==> config.mk <==
export PLATFORM = sky130hd
export DESIGN_NAME = camd_decoder
export DESIGN_NICKNAME = d
export VERILOG_FILES = /design/src/camd_pkg.sv /design/src/camd_decoder.sv
export VERILOG_INCLUDE_DIRS = /design/src
export SDC_FILE = /design/constraint.sdc
export NUM_CORES = 1
export LEC_CHECK = 0
export ABC_AREA = 1
export BUFFER_PORTS_ARGS = -buffer_cell sky130_fd_sc_hd__buf_2
export CORE_MARGIN = 2
export CORE_UTILIZATION = 65
export CTS_BUF_LIST = sky130_fd_sc_hd__clkbuf_2
export DETAILED_ROUTE_END_ITERATION = 16
export GPL_TIMING_DRIVEN = 1
export PLACE_DENSITY_LB_ADDON = 0.05
export RECOVER_POWER = 100
export SYNTH_ARGS = -nofsm -noshare
export SYNTH_HDL_FRONTEND = slang
export SYNTH_SLANG_ARGS = --single-unit
==> constraint.sdc <==
create_clock -name clk -period 6.6 [get_ports clk]
set_input_delay 0.66 -clock clk [delete_from_list [all_inputs] [get_ports clk]]
set_output_delay 0.66 -clock clk [all_outputs]
set_load 0.05 [all_outputs]
==> src/camd_defs.svh <==
// constants for the addressing mode decoder
`ifndef CAMD_DEFS_SVH
`define CAMD_DEFS_SVH
`define CAMD_PRE_Y      8'h90
`define CAMD_PRE_IND    8'h92
`define CAMD_PRE_YIND   8'h91
`define CAMD_ADDR_W     16
`define CAMD_PC_RESET   16'h0000
`define CAMD_INSTR_CNT  7'h3F
`define CAMD_GROUP_CNT  4'hD
`define CAMD_HI_ZERO    8'h00
`define CAMD_ONE        16'h0001
`define CAMD_OPMODE_HI  4
`define CAMD_OPMODE_LO  7
`define CAMD_OPLOW_HI   0
`define CAMD_OPLOW_LO   3
`define CAMD_SIGN_BIT   7
`define CAMD_SEXT_W     8
`endif

==> src/camd_pkg.sv <==
// types for the addressing mode decoder
package camd_pkg;
  typedef enum logic [3:0] {
    CAMD_M_INH, CAMD_M_IMM, CAMD_M_DIR_S, CAMD_M_DIR_L, CAMD_M_IDX_0,
    CAMD_M_IDX_S, CAMD_M_IDX_L, CAMD_M_IND_S, CAMD_M_IND_L, CAMD_M_IIX_S,
    CAMD_M_IIX_L, CAMD_M_REL_D, CAMD_M_REL_I, CAMD_M_ILLEGAL
  } camd_mode_t;

  typedef struct packed {
    logic        valid;
    logic [7:0]  opcode;
    logic        use_y;
    camd_mode_t  mode;
    logic [15:0] ea;
    logic        illegal;
  } camd_result_t;

  typedef struct packed {
    logic        req;
    logic [15:0] addr;
  } camd_mem_req_t;
endpackage : camd_pkg
==> src/camd_decoder.sv <==
// instruction fetch and effective-address decoder
`timescale 1ns/100ps
`include "camd_defs.svh"

module camd_decoder (
  input  wire logic               clk,
  input  wire logic               nrst,
  input  wire logic               start,
  input  wire logic [15:0]        start_pc,
  input  wire logic [7:0]         index_x,
  input  wire logic [7:0]         index_y,
  output camd_pkg::camd_mem_req_t mem_req,
  input  wire logic               mem_ack,
  input  wire logic [7:0]         mem_rdata,
  output camd_pkg::camd_result_t  result,
  output logic [15:0]             next_pc_out,
  output logic                    busy,
  output logic [6:0]              instr_count,
  output logic [3:0]              group_count
);
  import camd_pkg::*;

  // ----------------------------------------
  // state
  // ----------------------------------------
  typedef enum logic [3:0] {
    CAMD_S_IDLE, CAMD_S_OPC, CAMD_S_B1, CAMD_S_B2, CAMD_S_PTR_LO,
    CAMD_S_PTR_HI, CAMD_S_DONE
  } camd_state_t;

  camd_state_t  state;
  logic [15:0]  pc;
  logic [15:0]  fetch_addr;
  logic [7:0]   opcode;
  logic [7:0]   prebyte;
  logic [7:0]   byte1;
  logic [7:0]   byte2;
  logic [7:0]   ptr_hi;
  camd_mode_t   mode;
  logic         use_y;
  logic         illegal;
  camd_result_t res;
  logic [15:0]  npc;

  // ----------------------------------------
  // opcode classification
  // ----------------------------------------
  camd_mode_t   base_mode;
  camd_mode_t   eff_mode;
  logic         eff_y;
  logic         eff_bad;
  logic         short_only;
  logic [3:0]   hi_nib;
  logic [3:0]   lo_nib;

  assign hi_nib = opcode[`CAMD_OPMODE_LO:`CAMD_OPMODE_HI];
  assign lo_nib = opcode[`CAMD_OPLOW_LO:`CAMD_OPLOW_HI];

  // base mode of the unprefixed X/direct opcode
  always_comb
  begin
    short_only = 1'b0;
    case (hi_nib)
      4'hA: base_mode = (lo_nib == 4'hD) ? CAMD_M_REL_D : CAMD_M_IMM;
      4'hB: base_mode = CAMD_M_DIR_S;
      4'hC: base_mode = CAMD_M_DIR_L;
      4'hD: base_mode = CAMD_M_IDX_L;
      4'hE: base_mode = CAMD_M_IDX_S;
      4'hF: base_mode = CAMD_M_IDX_0;
      4'h2: base_mode = CAMD_M_REL_D;
      4'h3:
      begin
        base_mode  = CAMD_M_DIR_S;
        short_only = 1'b1;
      end
      4'h6:
      begin
        base_mode  = CAMD_M_IDX_S;
        short_only = 1'b1;
      end
      4'h7:
      begin
        base_mode  = CAMD_M_IDX_0;
        short_only = 1'b1;
      end
      default: base_mode = CAMD_M_INH;
    endcase
  end

  // prebyte conversion
  always_comb
  begin
    eff_mode = base_mode;
    eff_y    = 1'b0;
    eff_bad  = 1'b0;
    case (prebyte)
      `CAMD_PRE_Y:
      begin
        eff_y   = 1'b1;
        eff_bad = (base_mode == CAMD_M_DIR_L) || (base_mode == CAMD_M_REL_D);
      end
      `CAMD_PRE_IND:
      begin
        case (base_mode)
          CAMD_M_DIR_S: eff_mode = CAMD_M_IND_S;
          CAMD_M_DIR_L: eff_mode = CAMD_M_IND_L;
          CAMD_M_REL_D: eff_mode = CAMD_M_REL_I;
          CAMD_M_IDX_S: eff_mode = CAMD_M_IIX_S;
          CAMD_M_IDX_L: eff_mode = CAMD_M_IIX_L;
          default:      eff_bad  = 1'b1;
        endcase
        if (short_only && base_mode == CAMD_M_DIR_L)
          eff_bad = 1'b1;
      end
      `CAMD_PRE_YIND:
      begin
        eff_y = 1'b1;
        case (base_mode)
          CAMD_M_IDX_S: eff_mode = CAMD_M_IIX_S;
          CAMD_M_IDX_L: eff_mode = CAMD_M_IIX_L;
          default:      eff_bad  = 1'b1;
        endcase
      end
      default: ;
    endcase
  end

  // ----------------------------------------
  // address arithmetic
  // ----------------------------------------
  logic [7:0]  index_sel;
  logic [15:0] ptr_word;
  logic [15:0] rel_base;
  logic [7:0]  rel_off;
  logic [15:0] ea_calc;

  assign index_sel = use_y ? index_y : index_x;
  // word pointers high byte first
  assign ptr_word  = {ptr_hi, byte2};
  assign rel_base  = pc;
  assign rel_off   = (mode == CAMD_M_REL_I) ? byte2 : byte1;

  always_comb
  begin
    case (mode)
      CAMD_M_DIR_S: ea_calc = {`CAMD_HI_ZERO, byte1};
      CAMD_M_DIR_L: ea_calc = {byte1, byte2};
      CAMD_M_IDX_0: ea_calc = {`CAMD_HI_ZERO, index_sel};
      CAMD_M_IDX_S: ea_calc = {`CAMD_HI_ZERO, byte1} + {`CAMD_HI_ZERO, index_sel};
      CAMD_M_IDX_L: ea_calc = {byte1, byte2} + {`CAMD_HI_ZERO, index_sel};
      CAMD_M_IND_S: ea_calc = {`CAMD_HI_ZERO, byte2};
      CAMD_M_IND_L: ea_calc = ptr_word;
      CAMD_M_IIX_S: ea_calc = {`CAMD_HI_ZERO, byte2} + {`CAMD_HI_ZERO, index_sel};
      CAMD_M_IIX_L: ea_calc = ptr_word + {`CAMD_HI_ZERO, index_sel};
      CAMD_M_REL_D, CAMD_M_REL_I:
        ea_calc = rel_base + {{`CAMD_SEXT_W{rel_off[`CAMD_SIGN_BIT]}}, rel_off};
      default:      ea_calc = pc;
    endcase
  end

  // ----------------------------------------
  // fetch sequencer
  // ----------------------------------------
  logic is_ptr_mode;
  logic two_operand;
  assign is_ptr_mode = (mode == CAMD_M_IND_S) || (mode == CAMD_M_IND_L) ||
                       (mode == CAMD_M_IIX_S) || (mode == CAMD_M_IIX_L) ||
                       (mode == CAMD_M_REL_I);
  assign two_operand = (mode == CAMD_M_DIR_L) || (mode == CAMD_M_IDX_L);
  logic ptr_word_mode;
  assign ptr_word_mode = (mode == CAMD_M_IND_L) || (mode == CAMD_M_IIX_L);
  // decoded modes that need no operand byte
  logic no_operand;
  assign no_operand = eff_bad || (eff_mode == CAMD_M_INH) || (eff_mode == CAMD_M_IDX_0);

  // ----------------------------------------
  // prebyte recognition
  // ----------------------------------------
  // second prebyte falls through as opcode
  logic is_prefix;
  logic first_prefix;
  assign is_prefix    = (mem_rdata == `CAMD_PRE_Y) || (mem_rdata == `CAMD_PRE_IND) ||
                        (mem_rdata == `CAMD_PRE_YIND);
  assign first_prefix = is_prefix && (prebyte == `CAMD_HI_ZERO);

  always_ff @(posedge clk)
  begin
    if (!nrst)
    begin
      state      <= CAMD_S_IDLE;
      pc         <= `CAMD_PC_RESET;
      fetch_addr <= `CAMD_PC_RESET;
      opcode     <= `CAMD_HI_ZERO;
      prebyte    <= `CAMD_HI_ZERO;
      byte1      <= `CAMD_HI_ZERO;
      byte2      <= `CAMD_HI_ZERO;
      ptr_hi     <= `CAMD_HI_ZERO;
      mode       <= CAMD_M_INH;
      use_y      <= 1'b0;
      illegal    <= 1'b0;
    end
    else
    begin
      case (state)
        CAMD_S_IDLE:
          if (start)
          begin
            pc      <= start_pc;
            prebyte <= `CAMD_HI_ZERO;
            state   <= CAMD_S_OPC;
          end
        CAMD_S_OPC:
          if (mem_ack)
          begin
            pc <= pc + `CAMD_ONE;
            if (first_prefix)
              prebyte <= mem_rdata;
            else
            begin
              opcode <= mem_rdata;
              state  <= CAMD_S_B1;
              mode   <= CAMD_M_ILLEGAL;
            end
          end
        CAMD_S_B1:
          // first cycle after opcode latches decode with no fetch; later cycles fetch operand byte
          if (mode == CAMD_M_ILLEGAL)
          begin
            mode    <= eff_bad ? CAMD_M_ILLEGAL : eff_mode;
            use_y   <= eff_y;
            illegal <= eff_bad;
            if (no_operand)
              state <= CAMD_S_DONE;
          end
          else if (mem_ack)
          begin
            pc    <= pc + `CAMD_ONE;
            byte1 <= mem_rdata;
            if (two_operand)
              state <= CAMD_S_B2;
            else if (is_ptr_mode)
            begin
              fetch_addr <= {`CAMD_HI_ZERO, mem_rdata};
              state      <= ptr_word_mode ? CAMD_S_PTR_HI : CAMD_S_PTR_LO;
            end
            else
              state <= CAMD_S_DONE;
          end
        CAMD_S_B2:
          if (mem_ack)
          begin
            pc    <= pc + `CAMD_ONE;
            byte2 <= mem_rdata;
            state <= CAMD_S_DONE;
          end
        CAMD_S_PTR_HI:
          if (mem_ack)
          begin
            ptr_hi     <= mem_rdata;
            fetch_addr <= fetch_addr + `CAMD_ONE;
            state      <= CAMD_S_PTR_LO;
          end
        CAMD_S_PTR_LO:
          if (mem_ack)
          begin
            byte2 <= mem_rdata;
            state <= CAMD_S_DONE;
          end
        CAMD_S_DONE:
          state <= CAMD_S_IDLE;
        default:
          state <= CAMD_S_IDLE;
      endcase
    end
  end

  // ----------------------------------------
  // result registers
  // ----------------------------------------
  always_ff @(posedge clk)
  begin
    if (!nrst)
    begin
      res <= '0;
      npc <= `CAMD_PC_RESET;
    end
    else
    begin
      res.valid <= (state == CAMD_S_DONE);
      if (state == CAMD_S_DONE)
      begin
        res.opcode  <= opcode;
        res.use_y   <= use_y;
        res.mode    <= mode;
        // illegal encodings report no address
        res.ea      <= illegal ? `CAMD_PC_RESET : ea_calc;
        res.illegal <= illegal;
        npc         <= pc;
      end
    end
  end

  // ----------------------------------------
  // memory request and outputs
  // ----------------------------------------
  // request is combinational, held until ack
  logic mem_phase;
  assign mem_phase = (state == CAMD_S_OPC) || (state == CAMD_S_B2) ||
                     (state == CAMD_S_PTR_HI) || (state == CAMD_S_PTR_LO) ||
                     ((state == CAMD_S_B1) && (mode != CAMD_M_ILLEGAL));

  assign mem_req.req  = mem_phase;
  assign mem_req.addr = (state == CAMD_S_PTR_HI || state == CAMD_S_PTR_LO) ?
                        fetch_addr : pc;
  assign result       = res;
  assign next_pc_out  = npc;
  assign busy         = (state != CAMD_S_IDLE);
  assign instr_count  = `CAMD_INSTR_CNT;
  assign group_count  = `CAMD_GROUP_CNT;
endmodule : camd_decoder

==> summary.md, run 1 <==
| Metric | Value |
|---|---|
| Initial DRC count | roughly 1,200 |
| Largest net degree at the start of global routing | 70 |
| Register area share after synthesis | 0.2912 |
| Gr usage total | 0.3925 |
| PD cells | around 350 mW/mm2 |
| Fin nets | 1,543 |
| Drt pass-1 iters | 7 |
| Final Hold Fails | 0 |
| Hold Path Stages | 3 |
| Peak supply drop | 295.0 uV |
| Synth Register Bits | 128 |
| Final Cell Area | ~0.0095 mm2 |
| R2R cell count | 10 |
| Hold_sp | start_pc[0] |
| Hold_buf cts | 0 |
| Syn-to-layout area delta | 7.933% |
| Minimum clock period | roughly 4.2 ns |
| Final Setup Violations | 0 |
| Syn Area/Cell | ~6.4 um2 |
| Die Ht | 120.4 um |
| Total power | around 3300 uW |
| Part of the power in the clock network | 0.168 |
| Vias in the first global route | around 9,000 |
| Maxcap violations | 1 |
| R2r setup slk | ~3.4 ns |
| Startpoint types | input pin |
| Top FF cell, synth | dfxtp_1 |
| Slew of the pin with the lowest slew margin | between 2 and 3 ns |
| Sw frac | 0.5203 |
| Synth cell types | 57 |
| Endpoint, Worst Hold | pc[0]$_SDFFE_PN0P_ |
| PostCTS Resize Cnt | 0 |
| Share of cells above drive strength 1 | 0.08339 |
| Gpl congestion | between 1 and 1.5 |
| Boundary pin count | 120 |
| Die area | around 0.014 mm2 |
| First-pass GRT wire length | 45,370 um |
| Syn Inst Count | about 1,400 |
| Clk_lat worst skew | 0.69 ns |
| Largest fanout on the critical path | between 60 and 70 |
| CTS Sinks | 128 |
| Fin cells | 1,651 |
| DR vias/cell | ~6 |
| Top cells by area, synth | dfxtp_1 (29%), nand2_1 (14%), a21oi_1 (9.7%), o21ai_0 (7.8%), inv_1 (5.8%) |
| Worst r2r src | state[0]$_SDFFE_PN0P_ |
| Floorplan Core Area | about 0.013 mm2 |
| Multi-input gate area | approximately 0.0054 mm2 |
| Initial antenna violation count | 0 |
| H-tree depth | 4 |
| R2R Path End | pc[5]$_SDFFE_PN0P_ |
| Final slew viol count | 70 |
| CTS Buffer Depth | 2 |
| Root buffer cell | clkbuf_2 |
| Area leader, netlist | dfxtp_1 |
| Postcts setup bufs | 0 |
| Grt total ovfl | 0 |
| N_diodes | 0 |
| WL per Instance | between 15 and 20 um |
| Slew headroom | -0.7490 |
| Yosys top cell area share | 0.2912 |
| Area of placed instances | between 0.009 and 0.01 mm2 |
| Failing checks | capacitance limit, slew limit |
| Outcome | finished with violations |
| RSZ-0062 raised after global routing | no |
| Comb power frac | 0.500 |
| Dpl cells | between 1,500 and 2,000 |
| DR vias | between 9,000 and 10,000 |
| Seq pwr share | 0.331 |
| Fill cells | between 1,000 and 1,500 |
| Residual DRC count | 0 |
| Share of async-settable or async-resettable flops after synthesis | 0 |
| Sum Neg Setup Slack | 0 ns |
| Sw power | 1723 uW |
| Die width | between 100 and 150 um |
| CTS Buf Count | 17 |
| EDFF count, synth | 0 |
| Pleak | approximately 0.0041 uW |
| CP Data Required Time | just over 7 ns |
| Initial core utilization | 0.6646 |
| Sequential cell area | roughly 0.0026 mm2 |
| Num rows | between 40 and 50 |
| HPWL after detailed placement | between 20,000 and 25,000 um |
| HP Class | input pin to register |
| DRT Wirelength | between 20,000 and 30,000 um |
| Fmax | 239.7 MHz |
| Worst setup EP type | register |
| Mapped Area | about 0.0088 mm2 |
| Clock Skew | 0.02665 ns |
| Clk pin slew, worst setup/hold paths | 0.20 ns |
| Fin crit share | 0.6320 |
| CTS tree | yes |
| Setup CP Type | input pin to register |
| Routed Antenna Nets | 0 |
| Int Pwr | 1588 uW |
| Synth warn | 0 |
| Arr. time, crit path | 4.78 ns |
| Buffers on Ports | around 110 |
## critical path, cell delays in order
cell and delay (ns):
buf_2 0.07, clkbuf_1 1.85, clkinv_1 1.25, buf_4 0.59, a311oi_1 0.32
## how the worst max path moves through the flow
stage,to,cells past startpoint,startpoint
global placement,result[14]$_SDFFE_PN0P_,17,use_y$_SDFFE_PN0P_
CTS,mem_req[6],3,state[2]$_SDFFE_PN0P_
floorplan,mem_req[10],4,state[1]$_SDFFE_PN0P_
finish,pc[9]$_SDFFE_PN0P_,5,nrst
detailed placement,result[14]$_SDFFE_PN0P_,17,use_y$_SDFFE_PN0P_
global route,pc[2]$_SDFFE_PN0P_,5,nrst
## stage by stage
step                      hold slack, ns    util  setup WS, ns
after floorplan                   0.4190       -         4.042
after global placement            0.4275  0.7057         3.544
after detailed placement          0.4305  0.7057         3.463
after CTS                         0.2313  0.7265         3.360
after global routing              0.2110  0.7173         2.142
final                             0.2411  0.7173         2.429
## synthesized netlist by cell type (all sizes together), types with 2 or more instances
cell type and instances:
nor3b 2, a221oi 14, a21oi 172, o22ai 3, nor3 16, or2 9
o211ai 9, a21o 4, fa 3, clkinv 2, nor2 122, nand3b 3
nand2 329, inv 152, conb 2, nand3 104, clkbuf 32, dfxtp 128
a211oi 9, ha 33, o21ai 146, xor2 10, buf 23, o31ai 2
o21a 4, nand4 27, o2111ai 2, nor4 5, a31oi 5
## sequential cells by signal, summed over array words and instances (netlist names)
name         count
opcode           8
prebyte          8
use_y            1
ptr_hi           8
mode             4
byte1            8
pc              16
illegal          1
byte2            8
fetch_addr      16
result          31
next_pc_out     16
state            3
## layout make-up
cell class | instances | share of cell area
clock buffers | 17 | 0.008957
clock inverters | 14 | 0.02002
inverters | 154 | 0.06112
multi-input cells | 1050 | 0.5659
flip-flops and latches | 128 | 0.2698
well taps | 176 | 0.02318
repair buffers | 112 | 0.05111
## cell usage in the layout, fill, tap and decap left out, types with 3 or more instances in the layout
cell type,count
a211oi_1,8
a21o_1,4
a21oi_1,170
a221oi_1,14
a31oi_1,5
buf_2,43
buf_4,3
bufinv_16,4
clkbuf_1,66
clkbuf_2,17
clkinv_1,4
clkinvlp_4,4
conb_1,11
dfxtp_1,128
fa_1,3
ha_1,33
inv_1,137
inv_2,13
nand2_1,325
nand2_2,3
nand3_1,102
nand3b_1,3
nand4_1,26
nor2_1,114
nor2_2,3
nor2_4,5
nor3_1,13
nor4_1,4
o211ai_1,9
o21a_1,4
o21ai_0,140
o21ai_1,4
o22ai_1,3
or2_2,9
xor2_1,10
## power groups by stage
stage | Clock (uW) | Combinational [uW] | Sequential, uW
2_1_floorplan | 0 | 1230 | 1120
3_3_place_gp | 0 | 1630 | 1100
3_5_place_dp | 0 | 1650 | 1100
4_1_cts | 554 | 1660 | 1080
5_1_grt | 590 | 1810 | 1110
6_report | 557 | 1660 | 1100
## per-layer routing
layer | GRT usage | vias to the layer above | wire length [um]
li1 | - | 4805 | -
met1 | 0.5322 | 4457 | 11740
met2 | 0.6158 | 613 | 12490
met3 | 0.07358 | 100 | 3030
met4 | 0.1599 | 0 | 1128
met5 | 0 | - | 0
## cells by family (layout without fill, tap and decap cells)
logic type | after synthesis | count (layout) | synth area share
AND/OR/NAND/NOR | 618 | 618 | 0.3086
AO/OA/AOI/OAI | 375 | 375 | 0.2378
buffers and inverters | 209 | 297 | 0.09781
flip-flops | 128 | 128 | 0.2912
adder cells (fa/ha/maj) | 36 | 36 | 0.05374
XOR/XNOR | 10 | 10 | 0.009951
other | 2 | 11 | 0.0008533
Note: power is estimated with default switching activity, not from simulation.
==> run 2, diff against run 1 <==
--- a/config.mk
+++ b/config.mk
@@ -9,7 +9,7 @@
 export ABC_AREA = 1
 export BUFFER_PORTS_ARGS = -buffer_cell sky130_fd_sc_hd__buf_2
 export CORE_MARGIN = 2
-export CORE_UTILIZATION = 65
+export CORE_UTILIZATION = 55
 export CTS_BUF_LIST = sky130_fd_sc_hd__clkbuf_2
 export DETAILED_ROUTE_END_ITERATION = 16
 export GPL_TIMING_DRIVEN = 1
==> constraint.sdc (replaced) <==
create_clock -name clk -period 3.4 [get_ports clk]
set_input_delay 0.34 -clock clk [delete_from_list [all_inputs] [get_ports clk]]
set_output_delay 0.34 -clock clk [all_outputs]
set_load 0.05 [all_outputs]
==> run 2 against run 1 <==
  * The flow still finishes with violations (capacitance limit, slew limit)
  * Via count is 0.23% lower
  * Largest cell class unchanged
  * Worst setup slack got worse by 2.0 ns
  * Largest power group unchanged
  * Hold slack worse by 0.042 ns
  * Sequential power is 92% higher
==> summary.md, run 2 (synthesis results as in run 1) <==
| Metric | Value |
|---|---|
| Die width | about 130 um |
| CP Data Required Time | approximately 4 ns |
| Outcome | finished with violations |
| Sum Neg Setup Slack | 0 ns |
| Startpoint types | register |
| Root buffer cell | clkbuf_2 |
| Grt met1 use | 0.4984 |
| Clk pin slew, worst setup/hold paths | ~0.24 ns |
| Syn-to-layout area delta | 11.73% |
| Met2 Use GR | 0.5518 |
| Area of placed instances | approximately 0.0094 mm2 |
| Largest net degree at the start of global routing | 69 |
| Slew of the pin with the lowest slew margin | 1.969 ns |
| Buffers on Ports | ~110 |
| Routed Antenna Nets | 0 |
| Initial antenna violation count | 1 |
| CTS Sinks | between 100 and 150 |
| Largest fanout on the critical path | 19 |
| WL per Instance | around 17 um |
| Clk_lat worst skew | approximately 0.76 ns |
| Postcts setup bufs | 0 |
| Final Cell Area | ~0.0098 mm2 |
| PD cells | roughly 650 mW/mm2 |
| DR vias | 9,952 |
| Drt pass-1 iters | 5 |
| Clock Skew | between 0.05 and 0.06 ns |
| Hold_buf cts | 28 |
| HP Class | input pin to register |
| PostCTS Resize Cnt | 0 |
| Vias in the first global route | 8,688 |
| Final Hold Fails | 0 |
| Share of cells above drive strength 1 | 0.09404 |
| DRT Wirelength | between 30,000 and 40,000 um |
| Crit-path max cell delay | between 0.6 and 0.7 ns |
| Dpl cells | 1,666 |
| CTS tree | yes |
| Die area | 0.01703 mm2 |
| Grt total ovfl | 0 |
| Maxcap violations | 1 |
| CTS Buffer Depth | 2 |
| Fin cells | around 1,700 |
| Peak supply drop | about 540 uV |
| Initial core utilization | 0.5581 |
| Fin nets | 1,577 |
| Gpl congestion | approximately 1.0 |
| Final Setup Violations | 0 |
| Slowest cell on the critical path | nor3_1 |
| HPWL after detailed placement | 22,600 um |
| Minimum clock period | ~3 ns |
| First-pass GRT wire length | between 40,000 and 50,000 um |
| Floorplan Core Area | between 0.015 and 0.02 mm2 |
| Commonest cells after routing, fill and taps aside | nand2_1 (326), a21oi_1 (171), o21ai_0 (143) |
| Fmax | 332.8 MHz |
| CTS Buf Count | 17 |
| GR peak layer | met2 |
| Num rows | between 40 and 50 |
| H-tree depth | 4 |
| Hold Path Stages | 4 |
| Worst setup EP type | register |
| Most common cell after layout, fill and taps aside | nand2_1 |
| Pleak | ~0.0043 uW |
| RSZ-0062 raised after global routing | no |
| R2R cell count | 10 |
| Arr. time, crit path | about 3.6 ns |
| Boundary pin count | 120 |
| Slew headroom | -0.3130 |
| Initial DRC count | about 1,000 |
| Residual DRC count | 0 |
| Worst-path cell chain | inv_2 > nor3_1 > inv_2 > nor2_4 > nor2_1 > nand3_1 > inv_2 > o21ai_0 > a2bb2oi_1 > nor2_1 |
| DR vias/cell | slightly below 6 |
| Setup CP Type | register to register |
| Die Ht | ~130 um |
| Failing checks | capacitance limit, slew limit |
| Final slew viol count | 55 |
| Fin crit share | 0.8838 |
| Gr usage total | 0.3522 |
| Max reg flops | 31 |
| Global routing met3 resource utilization | 0.04805 |
| Crit-path most repeated cell | inv_2 |
==> run 2: cell types whose count changed in the layout (fill, tap and decap cells not counted), sizes merged <==
cell / delta
clkinv: -3
bufinv: -3
buf: +5
clkbuf: +2
dlygate4sd3: +28
inv: +6
diode: +1
==> run 2: critical path: cells and delay by family (launching register included) <==
family	cells	cell delay [ns]
and+or+nand+nor	5	1.42
buffers and inverters	3	0.59
AOI/OAI and AO/OA	2	0.36
DFF	1	0.49
==> run 2: metrics by stage <==
stage	utilization	power (uW)	setup slack (ns)	hold WS, ns
floorplan	-	4561	0.8463	0.4190
global placement	0.5986	5357	0.4896	0.4269
detailed placement	0.5986	5378	0.4860	0.4352
CTS	0.6315	6372	0.3828	0.1547
global route	0.6235	6780	0.06312	0.1805
finish	0.6235	6381	0.3949	0.1995
==> run 2: routing by layer <==
layer,share of wire,up-vias
met3,0.081,79
met5,0,-
met4,0.034,0
li1,-,4875
met2,0.44,510
met1,0.45,4488
==> run 2: worst paths after layout <==
path,startpoint,end,slack [ns]
max,state[1]$_SDFFE_PN0P_,pc[10]$_SDFFE_PN0P_,0.39
min,nrst,state[0]$_SDFFE_PN0P_,0.20
max reg2reg,state[1]$_SDFFE_PN0P_,pc[10]$_SDFFE_PN0P_,0.39
min reg2reg,prebyte[2]$_SDFFE_PN0P_,prebyte[2]$_SDFFE_PN0P_,0.46
==> run 2: cell type report <==
class | count | area, um2
clock buffers | 18 | 90.09
clock inverters | 14 | 147.6
fillers | 1628 | 5937
well taps | 216 | 270.3
inverters | 154 | 579.3
repair buffers | 146 | 828.3
diodes | 1 | 2.502
multi-input cells | 1050 | 5353
flip-flops and latches | 128 | 2562
==> run 2: report_power, final <==
group	switching [uW]	total, uW	internal, uW
Sequential	349	2110	1760
Combinational	2400	3290	893
Clock	680	976	296
